[config.mk]
export PLATFORM = sky130hd
export DESIGN_NAME = tcu_timer_compare
export DESIGN_NICKNAME = d
export VERILOG_FILES = /design/src/tcu_pkg.sv /design/src/tcu_tick_gen.sv /design/src/tcu_timer_compare.sv
export SDC_FILE = /design/constraint.sdc
export NUM_CORES = 1
export LEC_CHECK = 0
export BUFFER_PORTS_ARGS = -buffer_cell sky130_fd_sc_hd__buf_2
export CORE_UTILIZATION = 55
export CTS_CLUSTER_SIZE = 25
export DETAILED_ROUTE_END_ITERATION = 10
export PLACE_DENSITY = 0.78
export SLEW_MARGIN = 25
export SYNTH_ARGS = -nofsm -noshare
export SYNTH_HDL_FRONTEND = slang
export SYNTH_SLANG_ARGS = --single-unit
[constraint.sdc]
create_clock -name clk -period 7.49 [get_ports clk]
set_input_delay 1.498 -clock clk [delete_from_list [all_inputs] [get_ports clk]]
set_output_delay 1.498 -clock clk [all_outputs]
set_load 0.03 [all_outputs]
[src/tcu_pkg.sv]
// Purpose: Shared constants for the timer compare and interrupt unit
// Assumes: 32-bit classic Wishbone, word-aligned registers
// Notes: Offsets are byte addresses
package tcu_pkg;

    ////////////////////////////////////////////////////////////////////////////
    // Register byte offsets
    localparam logic [7:0] TCU_OFS_CTRL = 8'h00;
    localparam logic [7:0] TCU_OFS_IRQ_EN = 8'h04;
    localparam logic [7:0] TCU_OFS_STATUS = 8'h08;
    localparam logic [7:0] TCU_OFS_CMP_ONE = 8'h0C;
    localparam logic [7:0] TCU_OFS_CMP_TWO = 8'h10;
    localparam logic [7:0] TCU_OFS_COUNT = 8'h14;
    localparam logic [7:0] TCU_OFS_FORCE = 8'h18;

    ////////////////////////////////////////////////////////////////////////////
    // Control register fields
    localparam int TCU_CTRL_CLKSEL_LSB = 0;   // 2 bits
    localparam int TCU_CTRL_EXT_EDGE = 2;     // 1 = rising edge
    localparam int TCU_CTRL_LEVEL_ONE = 3;    // Level driven on match, channel one
    localparam int TCU_CTRL_LEVEL_TWO = 4;
    localparam int TCU_CTRL_FORCE_ONE = 5;    // Forced-compare select, channel one
    localparam int TCU_CTRL_FORCE_TWO = 6;
    localparam int TCU_CTRL_ACTIVE_ONE = 7;   // Channel enabled for normal compare
    localparam int TCU_CTRL_ACTIVE_TWO = 8;
    localparam int TCU_CTRL_W = 9;

    // Interrupt enable and status bits share one layout
    localparam int TCU_IRQ_CMP_ONE = 0;
    localparam int TCU_IRQ_CMP_TWO = 1;
    localparam int TCU_IRQ_CAPTURE = 2;
    localparam int TCU_IRQ_WRAP = 3;
    localparam int TCU_IRQ_W = 4;

    ////////////////////////////////////////////////////////////////////////////
    // Clock select codes and reset values
    typedef enum logic [1:0] {
        TCU_CLK_DIV2 = 2'b00,
        TCU_CLK_DIV4 = 2'b01,
        TCU_CLK_DIV8 = 2'b10,
        TCU_CLK_EXT = 2'b11
    } tcu_clksel_e;

    localparam logic [8:0] TCU_CTRL_RESET = 9'h001;   // Divide by four
    localparam logic [15:0] TCU_COUNT_RESET = 16'h0000;
    localparam logic [15:0] TCU_CMP_RESET = 16'hFFFF;
    localparam logic [2:0] TCU_PRESCALE_RESET = 3'h0;

endpackage : tcu_pkg

[src/tcu_tick_gen.sv]
// Purpose: Counter tick source: prescaled system clock or external edge
// Assumes: ext_clk is asynchronous to clk
// Notes: External clock must be slower than clk / 4
`timescale 1ns/100ps
module tcu_tick_gen
    import tcu_pkg::*;
(
    input wire logic clk,
    input wire logic rstn,
    input wire logic [1:0] clk_sel,
    input wire logic ext_rise,
    input wire logic ext_clk,
    output logic tick
);

    logic [2:0] pre_ff;
    logic [2:0] nxt_pre;
    logic ext_meta_ff;
    logic ext_sync_ff;
    logic ext_last_ff;
    logic tick_ff;
    logic nxt_tick;
    wire ext_edge;
    wire pre_hit;

    ////////////////////////////////////////////////////////////////////////////
    // Prescaler compare picks the divider
    assign nxt_pre = pre_ff + 3'h1;
    assign pre_hit = (clk_sel == TCU_CLK_DIV2) ? (pre_ff[0] == 1'b1) :
                     (clk_sel == TCU_CLK_DIV4) ? (pre_ff[1:0] == 2'b11) :
                     (pre_ff == 3'b111);
    // Edge detect compares the second stage with its delayed copy
    assign ext_edge = ext_rise ? (ext_sync_ff & ~ext_last_ff) : (~ext_sync_ff & ext_last_ff);
    assign nxt_tick = (clk_sel == TCU_CLK_EXT) ? ext_edge : pre_hit;

    // Prescaler and two-stage synchroniser
    always_ff @(posedge clk or negedge rstn) begin
        if (!rstn) begin
            pre_ff <= TCU_PRESCALE_RESET;
            ext_meta_ff <= 1'b0;
            ext_sync_ff <= 1'b0;
            ext_last_ff <= 1'b0;
            tick_ff <= 1'b0;
        end else begin
            pre_ff <= nxt_pre;
            ext_meta_ff <= ext_clk;
            ext_sync_ff <= ext_meta_ff;
            ext_last_ff <= ext_sync_ff;
            tick_ff <= nxt_tick;
        end
    end

    assign tick = tick_ff;

endmodule : tcu_tick_gen

[src/tcu_timer_compare.sv]
// Purpose: Two-channel output compare with maskable interrupt sources
// Assumes: Classic Wishbone slave, single clock, capture events from outside
// Notes: Status bits clear on read; set wins over the clearing read
//   The bus answers one cycle after the request edge; ack lasts one cycle
//   A compare value written on a match edge loses that match
//   The counter cannot be loaded, so a wrap needs 65536 ticks
//   Forced compare ignores the stored value; only the strobe acts
//   The prescaler runs free, so the first tick after a rate change may come early
//   Capture events arrive already in this clock domain
//   The external clock passes two flip-flops before its edge is seen
//   The global processor mask lives outside this block
//
// Function
// Compare interrupt enable lets a flagged compare event raise the interrupt.
// Capture interrupt enable lets a flagged capture event raise the interrupt.
// Wrap interrupt enable lets a counter overflow raise the interrupt.
// Each enable masks only its own flag; several change in one write.
// The processor also needs its global mask cleared before servicing.
// Two independent compare channels with own value, level and flag.
// Compare values are full 16 bits, any value accepted.
// Low level setting drives the channel pin low on match.
// High level setting drives the channel pin high on match.
// A match on an active channel sets that channel's flag.
// Each channel can use forced compare instead of normal compare.
// In forced compare the stored value does not shape the pin.
// Matching compares each value against a free-running 16-bit counter.
// Counter clock is system clock over 2, 4 or 8; 4 at reset.
// Counter may instead count external clock rising or falling edges.
// Wrap from maximum to zero sets the overflow flag.
`timescale 1ns/100ps
module tcu_timer_compare
    import tcu_pkg::*;
(
    input wire logic clk,
    input wire logic rstn,
    input wire logic wb_cyc_i,
    input wire logic wb_stb_i,
    input wire logic wb_we_i,
    input wire logic [7:0] wb_adr_i,
    input wire logic [3:0] wb_sel_i,
    input wire logic [31:0] wb_dat_i,
    output logic [31:0] wb_dat_o,
    output logic wb_ack_o,
    input wire logic capture_event,
    input wire logic ext_clk,
    output logic compare_channel_one,
    output logic compare_channel_two,
    output logic irq
);

    ////////////////////////////////////////////////////////////////////////////
    // Registers
    logic [TCU_CTRL_W-1:0] ctrl_ff;
    logic [TCU_IRQ_W-1:0] irq_en_ff;
    logic [TCU_IRQ_W-1:0] status_ff;
    logic [15:0] compare_value_one_ff;
    logic [15:0] compare_value_two_ff;
    logic [15:0] count_ff;
    logic pin_one_ff;
    logic pin_two_ff;
    logic ack_ff;
    logic [31:0] rdata_ff;
    logic irq_ff;
    logic [TCU_IRQ_W-1:0] nxt_status;
    logic [15:0] nxt_count;
    logic [31:0] nxt_rdata;
    logic tick;

    ////////////////////////////////////////////////////////////////////////////
    // Bus decode
    wire bus_req = wb_cyc_i & wb_stb_i & ~ack_ff;
    wire wr_go = bus_req & wb_we_i;
    wire rd_go = bus_req & ~wb_we_i;
    wire hit_ctrl = (wb_adr_i == TCU_OFS_CTRL);
    wire hit_irq_en = (wb_adr_i == TCU_OFS_IRQ_EN);
    wire hit_status = (wb_adr_i == TCU_OFS_STATUS);
    wire hit_cmp_one = (wb_adr_i == TCU_OFS_CMP_ONE);
    wire hit_cmp_two = (wb_adr_i == TCU_OFS_CMP_TWO);
    wire hit_count = (wb_adr_i == TCU_OFS_COUNT);
    wire hit_force = (wb_adr_i == TCU_OFS_FORCE);

    // Apply byte enables to a 32-bit old value
    function automatic logic [31:0] tcu_merge(input logic [31:0] old_v, input logic [31:0] new_v,
                                               input logic [3:0] sel);
        logic [31:0] res;
        res = old_v;
        for (int i = 0; i < 4; i++) begin
            if (sel[i]) begin
                res[i*8 +: 8] = new_v[i*8 +: 8];
            end
        end
        return res;
    endfunction : tcu_merge

    wire [31:0] ctrl_merged = tcu_merge({23'h0, ctrl_ff}, wb_dat_i, wb_sel_i);
    wire [31:0] irq_en_merged = tcu_merge({28'h0, irq_en_ff}, wb_dat_i, wb_sel_i);
    wire [31:0] cmp_one_merged = tcu_merge({16'h0, compare_value_one_ff}, wb_dat_i, wb_sel_i);
    wire [31:0] cmp_two_merged = tcu_merge({16'h0, compare_value_two_ff}, wb_dat_i, wb_sel_i);

    ////////////////////////////////////////////////////////////////////////////
    // Tick source
    tcu_tick_gen u_tick (
        .clk(clk),
        .rstn(rstn),
        .clk_sel(ctrl_ff[TCU_CTRL_CLKSEL_LSB +: 2]),
        .ext_rise(ctrl_ff[TCU_CTRL_EXT_EDGE]),
        .ext_clk(ext_clk),
        .tick(tick)
    );

    ////////////////////////////////////////////////////////////////////////////
    // Counter and compare decode
    assign nxt_count = tick ? count_ff + 16'h0001 : count_ff;
    wire wrap = tick & (count_ff == 16'hFFFF);
    // Match taken on the tick that lands on the value, so each count is seen once
    wire match_one = tick & ctrl_ff[TCU_CTRL_ACTIVE_ONE] & ~ctrl_ff[TCU_CTRL_FORCE_ONE] &
                     (nxt_count == compare_value_one_ff);
    wire match_two = tick & ctrl_ff[TCU_CTRL_ACTIVE_TWO] & ~ctrl_ff[TCU_CTRL_FORCE_TWO] &
                     (nxt_count == compare_value_two_ff);
    // Forced compare: a software strobe, value ignored
    wire force_one = wr_go & hit_force & wb_sel_i[0] & wb_dat_i[0] & ctrl_ff[TCU_CTRL_FORCE_ONE];
    wire force_two = wr_go & hit_force & wb_sel_i[0] & wb_dat_i[1] & ctrl_ff[TCU_CTRL_FORCE_TWO];
    wire event_one = match_one | force_one;
    wire event_two = match_two | force_two;

    // Event sets beat the clear-on-read
    wire [TCU_IRQ_W-1:0] set_vec = {wrap, capture_event, event_two, event_one};
    wire status_rd = rd_go & hit_status;
    assign nxt_status = (status_rd ? {TCU_IRQ_W{1'b0}} : status_ff) | set_vec;
    // Interrupt level: each enable gates only its own flag
    wire nxt_irq = |(nxt_status & irq_en_ff);

    // Read mux; unmapped addresses read zero
    assign nxt_rdata = hit_ctrl ? {23'h0, ctrl_ff} :
                       hit_irq_en ? {28'h0, irq_en_ff} :
                       hit_status ? {28'h0, status_ff} :
                       hit_cmp_one ? {16'h0, compare_value_one_ff} :
                       hit_cmp_two ? {16'h0, compare_value_two_ff} :
                       hit_count ? {16'h0, count_ff} :
                       32'h0000_0000;

    ////////////////////////////////////////////////////////////////////////////
    // Configuration registers
    always_ff @(posedge clk or negedge rstn) begin
        if (!rstn) begin
            ctrl_ff <= TCU_CTRL_RESET;
            irq_en_ff <= {TCU_IRQ_W{1'b0}};
            compare_value_one_ff <= TCU_CMP_RESET;
            compare_value_two_ff <= TCU_CMP_RESET;
        end else begin
            if (wr_go && hit_ctrl) begin
                ctrl_ff <= ctrl_merged[TCU_CTRL_W-1:0];
            end
            if (wr_go && hit_irq_en) begin
                irq_en_ff <= irq_en_merged[TCU_IRQ_W-1:0];
            end
            if (wr_go && hit_cmp_one) begin
                compare_value_one_ff <= cmp_one_merged[15:0];
            end
            if (wr_go && hit_cmp_two) begin
                compare_value_two_ff <= cmp_two_merged[15:0];
            end
        end
    end

    // Counter, status and pins
    always_ff @(posedge clk or negedge rstn) begin
        if (!rstn) begin
            count_ff <= TCU_COUNT_RESET;
            status_ff <= {TCU_IRQ_W{1'b0}};
            pin_one_ff <= 1'b0;
            pin_two_ff <= 1'b0;
            irq_ff <= 1'b0;
        end else begin
            count_ff <= nxt_count;
            status_ff <= nxt_status;
            irq_ff <= nxt_irq;
            if (event_one) begin
                pin_one_ff <= ctrl_ff[TCU_CTRL_LEVEL_ONE];
            end
            if (event_two) begin
                pin_two_ff <= ctrl_ff[TCU_CTRL_LEVEL_TWO];
            end
        end
    end

    // Bus answer, one wait state, dropped the cycle after
    always_ff @(posedge clk or negedge rstn) begin
        if (!rstn) begin
            ack_ff <= 1'b0;
            rdata_ff <= 32'h0000_0000;
        end else begin
            ack_ff <= bus_req;
            rdata_ff <= rd_go ? nxt_rdata : rdata_ff;
        end
    end

    assign wb_ack_o = ack_ff;
    assign wb_dat_o = rdata_ff;
    assign compare_channel_one = pin_one_ff;
    assign compare_channel_two = pin_two_ff;
    assign irq = irq_ff;   // Processor applies its own global mask

    ////////////////////////////////////////////////////////////////////////////
    // Checks
    chk_irq_gating: assert property (@(posedge clk) disable iff (!rstn)
        irq == |($past(nxt_status) & $past(irq_en_ff)))
        else $error("irq does not follow enabled flags");
    chk_cmp_irq: assert property (@(posedge clk) disable iff (!rstn)
        (event_one && irq_en_ff[TCU_IRQ_CMP_ONE]) |=> irq)
        else $error("compare event with enable gave no irq");
    chk_cap_irq: assert property (@(posedge clk) disable iff (!rstn)
        (capture_event && irq_en_ff[TCU_IRQ_CAPTURE]) |=> irq)
        else $error("capture event with enable gave no irq");
    chk_wrap_irq: assert property (@(posedge clk) disable iff (!rstn)
        (wrap && irq_en_ff[TCU_IRQ_WRAP]) |=> irq && status_ff[TCU_IRQ_WRAP])
        else $error("wrap with enable gave no irq");
    chk_match_flag: assert property (@(posedge clk) disable iff (!rstn)
        match_two |=> status_ff[TCU_IRQ_CMP_TWO] && count_ff == compare_value_two_ff)
        else $error("channel two match did not set flag");
    chk_pin_level: assert property (@(posedge clk) disable iff (!rstn)
        event_one |=> compare_channel_one == $past(ctrl_ff[TCU_CTRL_LEVEL_ONE]))
        else $error("channel one pin wrong level after match");
    chk_force_ignores: assert property (@(posedge clk) disable iff (!rstn)
        (ctrl_ff[TCU_CTRL_FORCE_TWO] && !force_two) |=> $stable(compare_channel_two))
        else $error("forced channel two pin moved without strobe");
    chk_wrap_zero: assert property (@(posedge clk) disable iff (!rstn)
        wrap |=> count_ff == 16'h0000 ##0 status_ff[TCU_IRQ_WRAP])
        else $error("wrap did not land on zero with flag");
    chk_div_four: assert property (@(posedge clk) disable iff (!rstn)
        (tick && ctrl_ff[1:0] == TCU_CLK_DIV4 && $past(ctrl_ff[1:0]) == TCU_CLK_DIV4 && !(wr_go && hit_ctrl))
        ##1 (ctrl_ff[1:0] == TCU_CLK_DIV4) [*3]
        |-> !$past(tick) && !$past(tick, 2))
        else $error("divide by four ticked too soon");

    ////////////////////////////////////////////////////////////////////////////
    // Bus, flag and counter checks
    // Rate checks need the rate steady for two cycles, since the
    // prescaler keeps its phase across a change of divider.
    // Pin hold checks guard channel independence: only a channel's
    // own event may move its pin.
    // Readback checks compare the bus word with the register it shows.
    // The wrap checks above need a full count and stay idle in short runs.

    // One answer per request
    chk_ack_answer: assert property (@(posedge clk) disable iff (!rstn)
        (wb_cyc_i && wb_stb_i && !wb_ack_o) |=> wb_ack_o)
        else $error("request got no ack");

    // Ack is a single-cycle pulse
    chk_ack_pulse: assert property (@(posedge clk) disable iff (!rstn)
        wb_ack_o |=> !wb_ack_o)
        else $error("ack longer than one cycle");

    // No ack without a request
    chk_ack_idle: assert property (@(posedge clk) disable iff (!rstn)
        !(wb_cyc_i && wb_stb_i) |=> !wb_ack_o)
        else $error("ack without request");

    // Capture flag is set by its event
    chk_cap_flag: assert property (@(posedge clk) disable iff (!rstn)
        capture_event |=> status_ff[TCU_IRQ_CAPTURE])
        else $error("capture did not set flag");

    // Flag stays until read
    chk_flag_sticky: assert property (@(posedge clk) disable iff (!rstn)
        (status_ff[TCU_IRQ_CAPTURE] && !status_rd) |=> status_ff[TCU_IRQ_CAPTURE])
        else $error("capture flag lost without read");

    // Read clears when no new event
    chk_read_clears: assert property (@(posedge clk) disable iff (!rstn)
        (status_rd && !capture_event) |=> !status_ff[TCU_IRQ_CAPTURE])
        else $error("status read did not clear flag");

    // No enables, no interrupt
    chk_irq_masked: assert property (@(posedge clk) disable iff (!rstn)
        (irq_en_ff == {TCU_IRQ_W{1'b0}}) |=> !irq)
        else $error("irq raised with all enables clear");

    // Channel one match sets its flag
    chk_match_one: assert property (@(posedge clk) disable iff (!rstn)
        match_one |=> status_ff[TCU_IRQ_CMP_ONE])
        else $error("channel one match did not set flag");

    // Channel two pin takes its level
    chk_pin_two: assert property (@(posedge clk) disable iff (!rstn)
        event_two |=> compare_channel_two == $past(ctrl_ff[TCU_CTRL_LEVEL_TWO]))
        else $error("channel two pin wrong level after match");

    // Forced strobe drives channel one
    chk_force_one: assert property (@(posedge clk) disable iff (!rstn)
        force_one |=> compare_channel_one == $past(ctrl_ff[TCU_CTRL_LEVEL_ONE]))
        else $error("forced strobe did not drive channel one");

    // Forced channel one never matches
    chk_force_nomatch: assert property (@(posedge clk) disable iff (!rstn)
        ctrl_ff[TCU_CTRL_FORCE_ONE] |-> !match_one)
        else $error("forced channel one matched its value");

    // Channel one pin moves only on its event
    chk_hold_one: assert property (@(posedge clk) disable iff (!rstn)
        !event_one |=> $stable(compare_channel_one))
        else $error("channel one pin moved without event");

    // Channel two pin moves only on its event
    chk_hold_two: assert property (@(posedge clk) disable iff (!rstn)
        !event_two |=> $stable(compare_channel_two))
        else $error("channel two pin moved without event");

    // Counter steps by one per tick
    chk_count_step: assert property (@(posedge clk) disable iff (!rstn)
        tick |=> count_ff == $past(count_ff) + 16'h0001)
        else $error("counter did not step on tick");

    // Counter holds between ticks
    chk_count_hold: assert property (@(posedge clk) disable iff (!rstn)
        !tick |=> $stable(count_ff))
        else $error("counter moved without tick");

    // Divide by two spacing
    chk_div_two: assert property (@(posedge clk) disable iff (!rstn)
        (tick && ctrl_ff[1:0] == TCU_CLK_DIV2 && $past(ctrl_ff[1:0]) == TCU_CLK_DIV2) |=> !tick)
        else $error("divide by two ticked too soon");

    // Divide by eight spacing
    chk_div_eight: assert property (@(posedge clk) disable iff (!rstn)
        (tick && ctrl_ff[1:0] == TCU_CLK_DIV8 && $past(ctrl_ff[1:0]) == TCU_CLK_DIV8) |=> !tick)
        else $error("divide by eight ticked too soon");

    // Status read returns the flags
    chk_status_read: assert property (@(posedge clk) disable iff (!rstn)
        status_rd |=> wb_dat_o[TCU_IRQ_W-1:0] == $past(status_ff))
        else $error("status read data wrong");

    // Enable read returns the enables
    chk_en_read: assert property (@(posedge clk) disable iff (!rstn)
        (rd_go && hit_irq_en) |=> wb_dat_o[TCU_IRQ_W-1:0] == $past(irq_en_ff))
        else $error("enable read data wrong");

    // Channel one flag set by a forced strobe
    chk_force_flag: assert property (@(posedge clk) disable iff (!rstn)
        force_one |=> status_ff[TCU_IRQ_CMP_ONE])
        else $error("forced strobe did not set flag");

endmodule : tcu_timer_compare

==> impl_metrics.py <==
metrics = {
    "finish": {
        "syn_to_final_growth_pct": 9.18,
        "nFillCells": 744,
        "num_antenna_cells": 0,
        "drive_above_1_share_pct": 32.5,
        "instances_no_fill": 640,
        "nets": 578,
    },
    "setup_path": {
        "r2r_slack_ns": 4.49,
        "cp-end-kind": "flip-flop",
        "crit_slowest_cell": "or4_1",
        "slowest_delay_ns": 0.62,
        "critPathBufInv": 2,
        "arrival_ns": 3.97,
        "start_kind": "input port",
        "cp_top_family": "simple AND/OR/NAND/NOR gates",
        "worst-setup-path-type": "input port to flip-flop",
        "worst-path-max-fanout": 9,
        "worstPathRequired_ns": 7.79,
        "crit_chain": "buf_2 -> or4_1 -> or2_2 -> nor2_1 -> buf_4 -> a22o_1 -> a221oi_1 -> a21oi_1",
    },
    "floorplan": {
        "die-area_um2": 9790,
        "core_um2": 9150,
        "start_util_pct": 56.4,
        "top_level_ports": 87,
        "die_w_um": 98.9,
        "num_rows": 35,
        "die_h_um": 98.9,
    },
    "synth": {
        "synthArstFlopShare_pct": 100,
        "synth-adder-area-share_pct": 0.727,
        "synth_compound_area_share_pct": 12.3,
        "yosysTopAreaCellShare_pct": 28.6,
        "synthMuxAreaShare_pct": 10.2,
        "ys_types": 67,
        "synth_edf_count": 0,
        "netlist_top_cells_count": "dfrtp_1, mux2_2, nor2_1",
        "yosysWarningCount": 0,
        "synthXorXnorAreaFrac_pct": 8.11,
        "syn-mean-instance-area_um2": 10.7,
        "seq_area_frac_synth_pct": 45.4,
        "synth_flop_cell": "dfrtp_1",
        "ys_seq_elements": 92,
        "yosysTopAreaCell": "dfrtp_1",
        "synth_top_family_by_area": "simple AND/OR/NAND/NOR gates",
        "syn_area_um2": 5170,
        "yosys.area_share.simple_pct": 17.6,
        "synth_most_common_cell": "dfrtp_1",
        "netlist_instances": 482,
        "synth.area.top_cells": "dfrtp_1, dfstp_2, mux2_2, xnor2_1, xor2_1",
    },
    "timing": {
        "clock.fmax_mhz": 272,
        "rsz0062_at_grt": "no",
        "setup_viol": 0,
        "min_period_ns": 3.67,
        "maxSlewViolCount": 0,
        "fin_crit_sh_pct": 49.0,
        "hold_viol": 0,
        "tightest_slew_ns": 0.921,
        "max_slew_margin_pct": 38.3,
        "tns_ns": 0,
        "clock_skew_ns": 0.0141,
    },
    "placed_design": {
        "finalWeightedCongestion": 0.963,
        "dpl.hpwl_um": 9090,
        "dp_cells": 624,
        "place.port_buffers": 52,
    },
    "power": {
        "combPwrFrac_pct": 19.1,
        "power_per_cell_area_nw_per_um2": 207,
        "seq_power_share_pct": 50.6,
        "power.share.clock_pct": 30.3,
        "p_sw_mw": 0.379,
        "irDropWorstVdd_mv": 0.112,
        "swShare_pct": 32.5,
        "p_leak_nw": 2.50,
        "internal_power_mw": 0.787,
        "power_mw": 1.17,
    },
    "global_route": {
        "grt_max_degree": 49,
        "grt_pass1_wl_um": 20300,
        "grt_overflow_total": 0,
        "grt_pass1_vias": 3912,
        "grt_use_total_pct": 27.3,
        "antenna_found_initial": 0,
    },
    "drt": {
        "drc": 0,
        "via_per_inst": 6.27,
        "finalWirelength_um": 12500,
        "drt_pass1_iterations": 5,
        "drt_iter0_drc": 376,
        "vias": 4010,
        "wl_per_cell_um": 19.5,
        "ant_nets": 0,
    },
    "clocking": {
        "clockBufferDepth": 2,
        "clk_latency_ns": 0.38,
        "root_buffer": "clkbuf_8",
        "clkTransAtPathRegs_ns": 0.09,
        "cts_tree": "done",
        "htreeDepth": 3,
        "cts_resized": 0,
        "post_cts_buffers": 0,
        "holdBufCountCts": 0,
        "cts_inserted_buffers": 9,
        "cts_sinks": 92,
    },
    "min_path": {
        "min-delay-path-class": "flip-flop to flip-flop",
    },
    "flow_run": {
        "drv_cap": 0,
    },
    "status": {
        "status": "finished, final reports clean",
    },
}
placed cells by master, fill, tap and decap left out, types with 9 or more instances in the layout:
cell,netlist,routed
a31oi_1,12,12
nor4_1,9,9
nor3_1,10,9
buf_2,7,51
conb_1,1,16
nand2_1,32,32
dfstp_2,33,33
a21oi_1,14,14
dfrtp_1,59,59
a22oi_1,13,13
nor2_1,37,37
xnor2_1,19,19
clkbuf_8,0,10
mux2_2,44,44
nand3_1,10,10
o21ai_0,10,10
nand4_1,9,9
inv_1,14,14
xor2_1,16,16
power by group through the flow:
stage	Sequential, mW	Combinational (mW)	Clock, mW
2_1_floorplan	0.594	0.166	0
6_report	0.590	0.222	0.353
4_1_cts	0.589	0.221	0.358
3_5_place_dp	0.598	0.220	0
3_3_place_gp	0.596	0.216	0
5_1_grt	0.595	0.243	0.379
worst register-to-register path, cell delays in order (launching register included):
cell and delay [ns]:
dfrtp_1 0.53, ha_1 0.32, nand4_2 0.27, or3_1 0.51, a311oi_1 0.33, nand4_1 0.17, nor4_2 0.45, a21oi_1 0.17
o221ai_2 0.19
flip-flops by register name, indices dropped and copies added (netlist names), 3 cells and up:
name                  flops
status_ff                 4
count_ff                 16
wb_dat_o                 16
compare_value_one_ff     16
u_tick.pre_ff             3
ctrl_ff                   9
irq_en_ff                 4
compare_value_two_ff     16
routing by layer:
layer	share of wire [%]	routed length [um]	up-vias	track usage (%)
met4	2.1	264	0	11.4
met5	0	0	-	0
met2	48	5950	186	42.3
met3	7.5	937	25	4.26
li1	-	-	1815	-
met1	43	5360	1984	38.3
final timing paths:
check                                         from            endpoint  cells past startpoint
min in group asynchronous                     rstn        wb_dat_o[14]                      1
worst max register to register         count_ff[0]                 irq                      8
worst min register to register  u_tick.ext_meta_ff  u_tick.ext_sync_ff                      0
max in group asynchronous                     rstn         wb_dat_o[7]                      2
worst min-delay path            u_tick.ext_meta_ff  u_tick.ext_sync_ff                      0
worst max-delay path                   wb_adr_i[1]         wb_dat_o[4]                      8
stage by stage:
step,hold slack [ns],util (%),worst slack (ns),area (um2)
final,0.361,61.6,3.82,5640
after detailed placement,0.343,59.3,3.45,5430
after global placement,0.334,59.3,3.53,5430
after floorplan,0.331,-,4.05,5220
after global routing,0.383,61.6,3.72,5640
after CTS,0.368,61.6,3.84,5640
area by class of cell:
cell class | instances | area (um2) | area share [%]
repair buffers | 57 | 300 | 5.32
flip-flops and latches | 92 | 2340 | 41.5
multi-input cells | 350 | 2600 | 46.0
clock inverters | 6 | 71.3 | 1.26
well taps | 111 | 139 | 2.46
inverters | 14 | 52.6 | 0.932
clock buffers | 10 | 138 | 2.44
kinds of logic after synthesis:
| kind of cell | count (synthesis) |
|---|---|
| simple gates | 158 |
| flops | 92 |
| compound gates | 87 |
| buf+inv | 55 |
| mux | 46 |
| xor+xnor | 40 |
| fa+ha+maj | 3 |
| other cells | 1 |
Note: power is estimated with default switching activity, not from simulation.
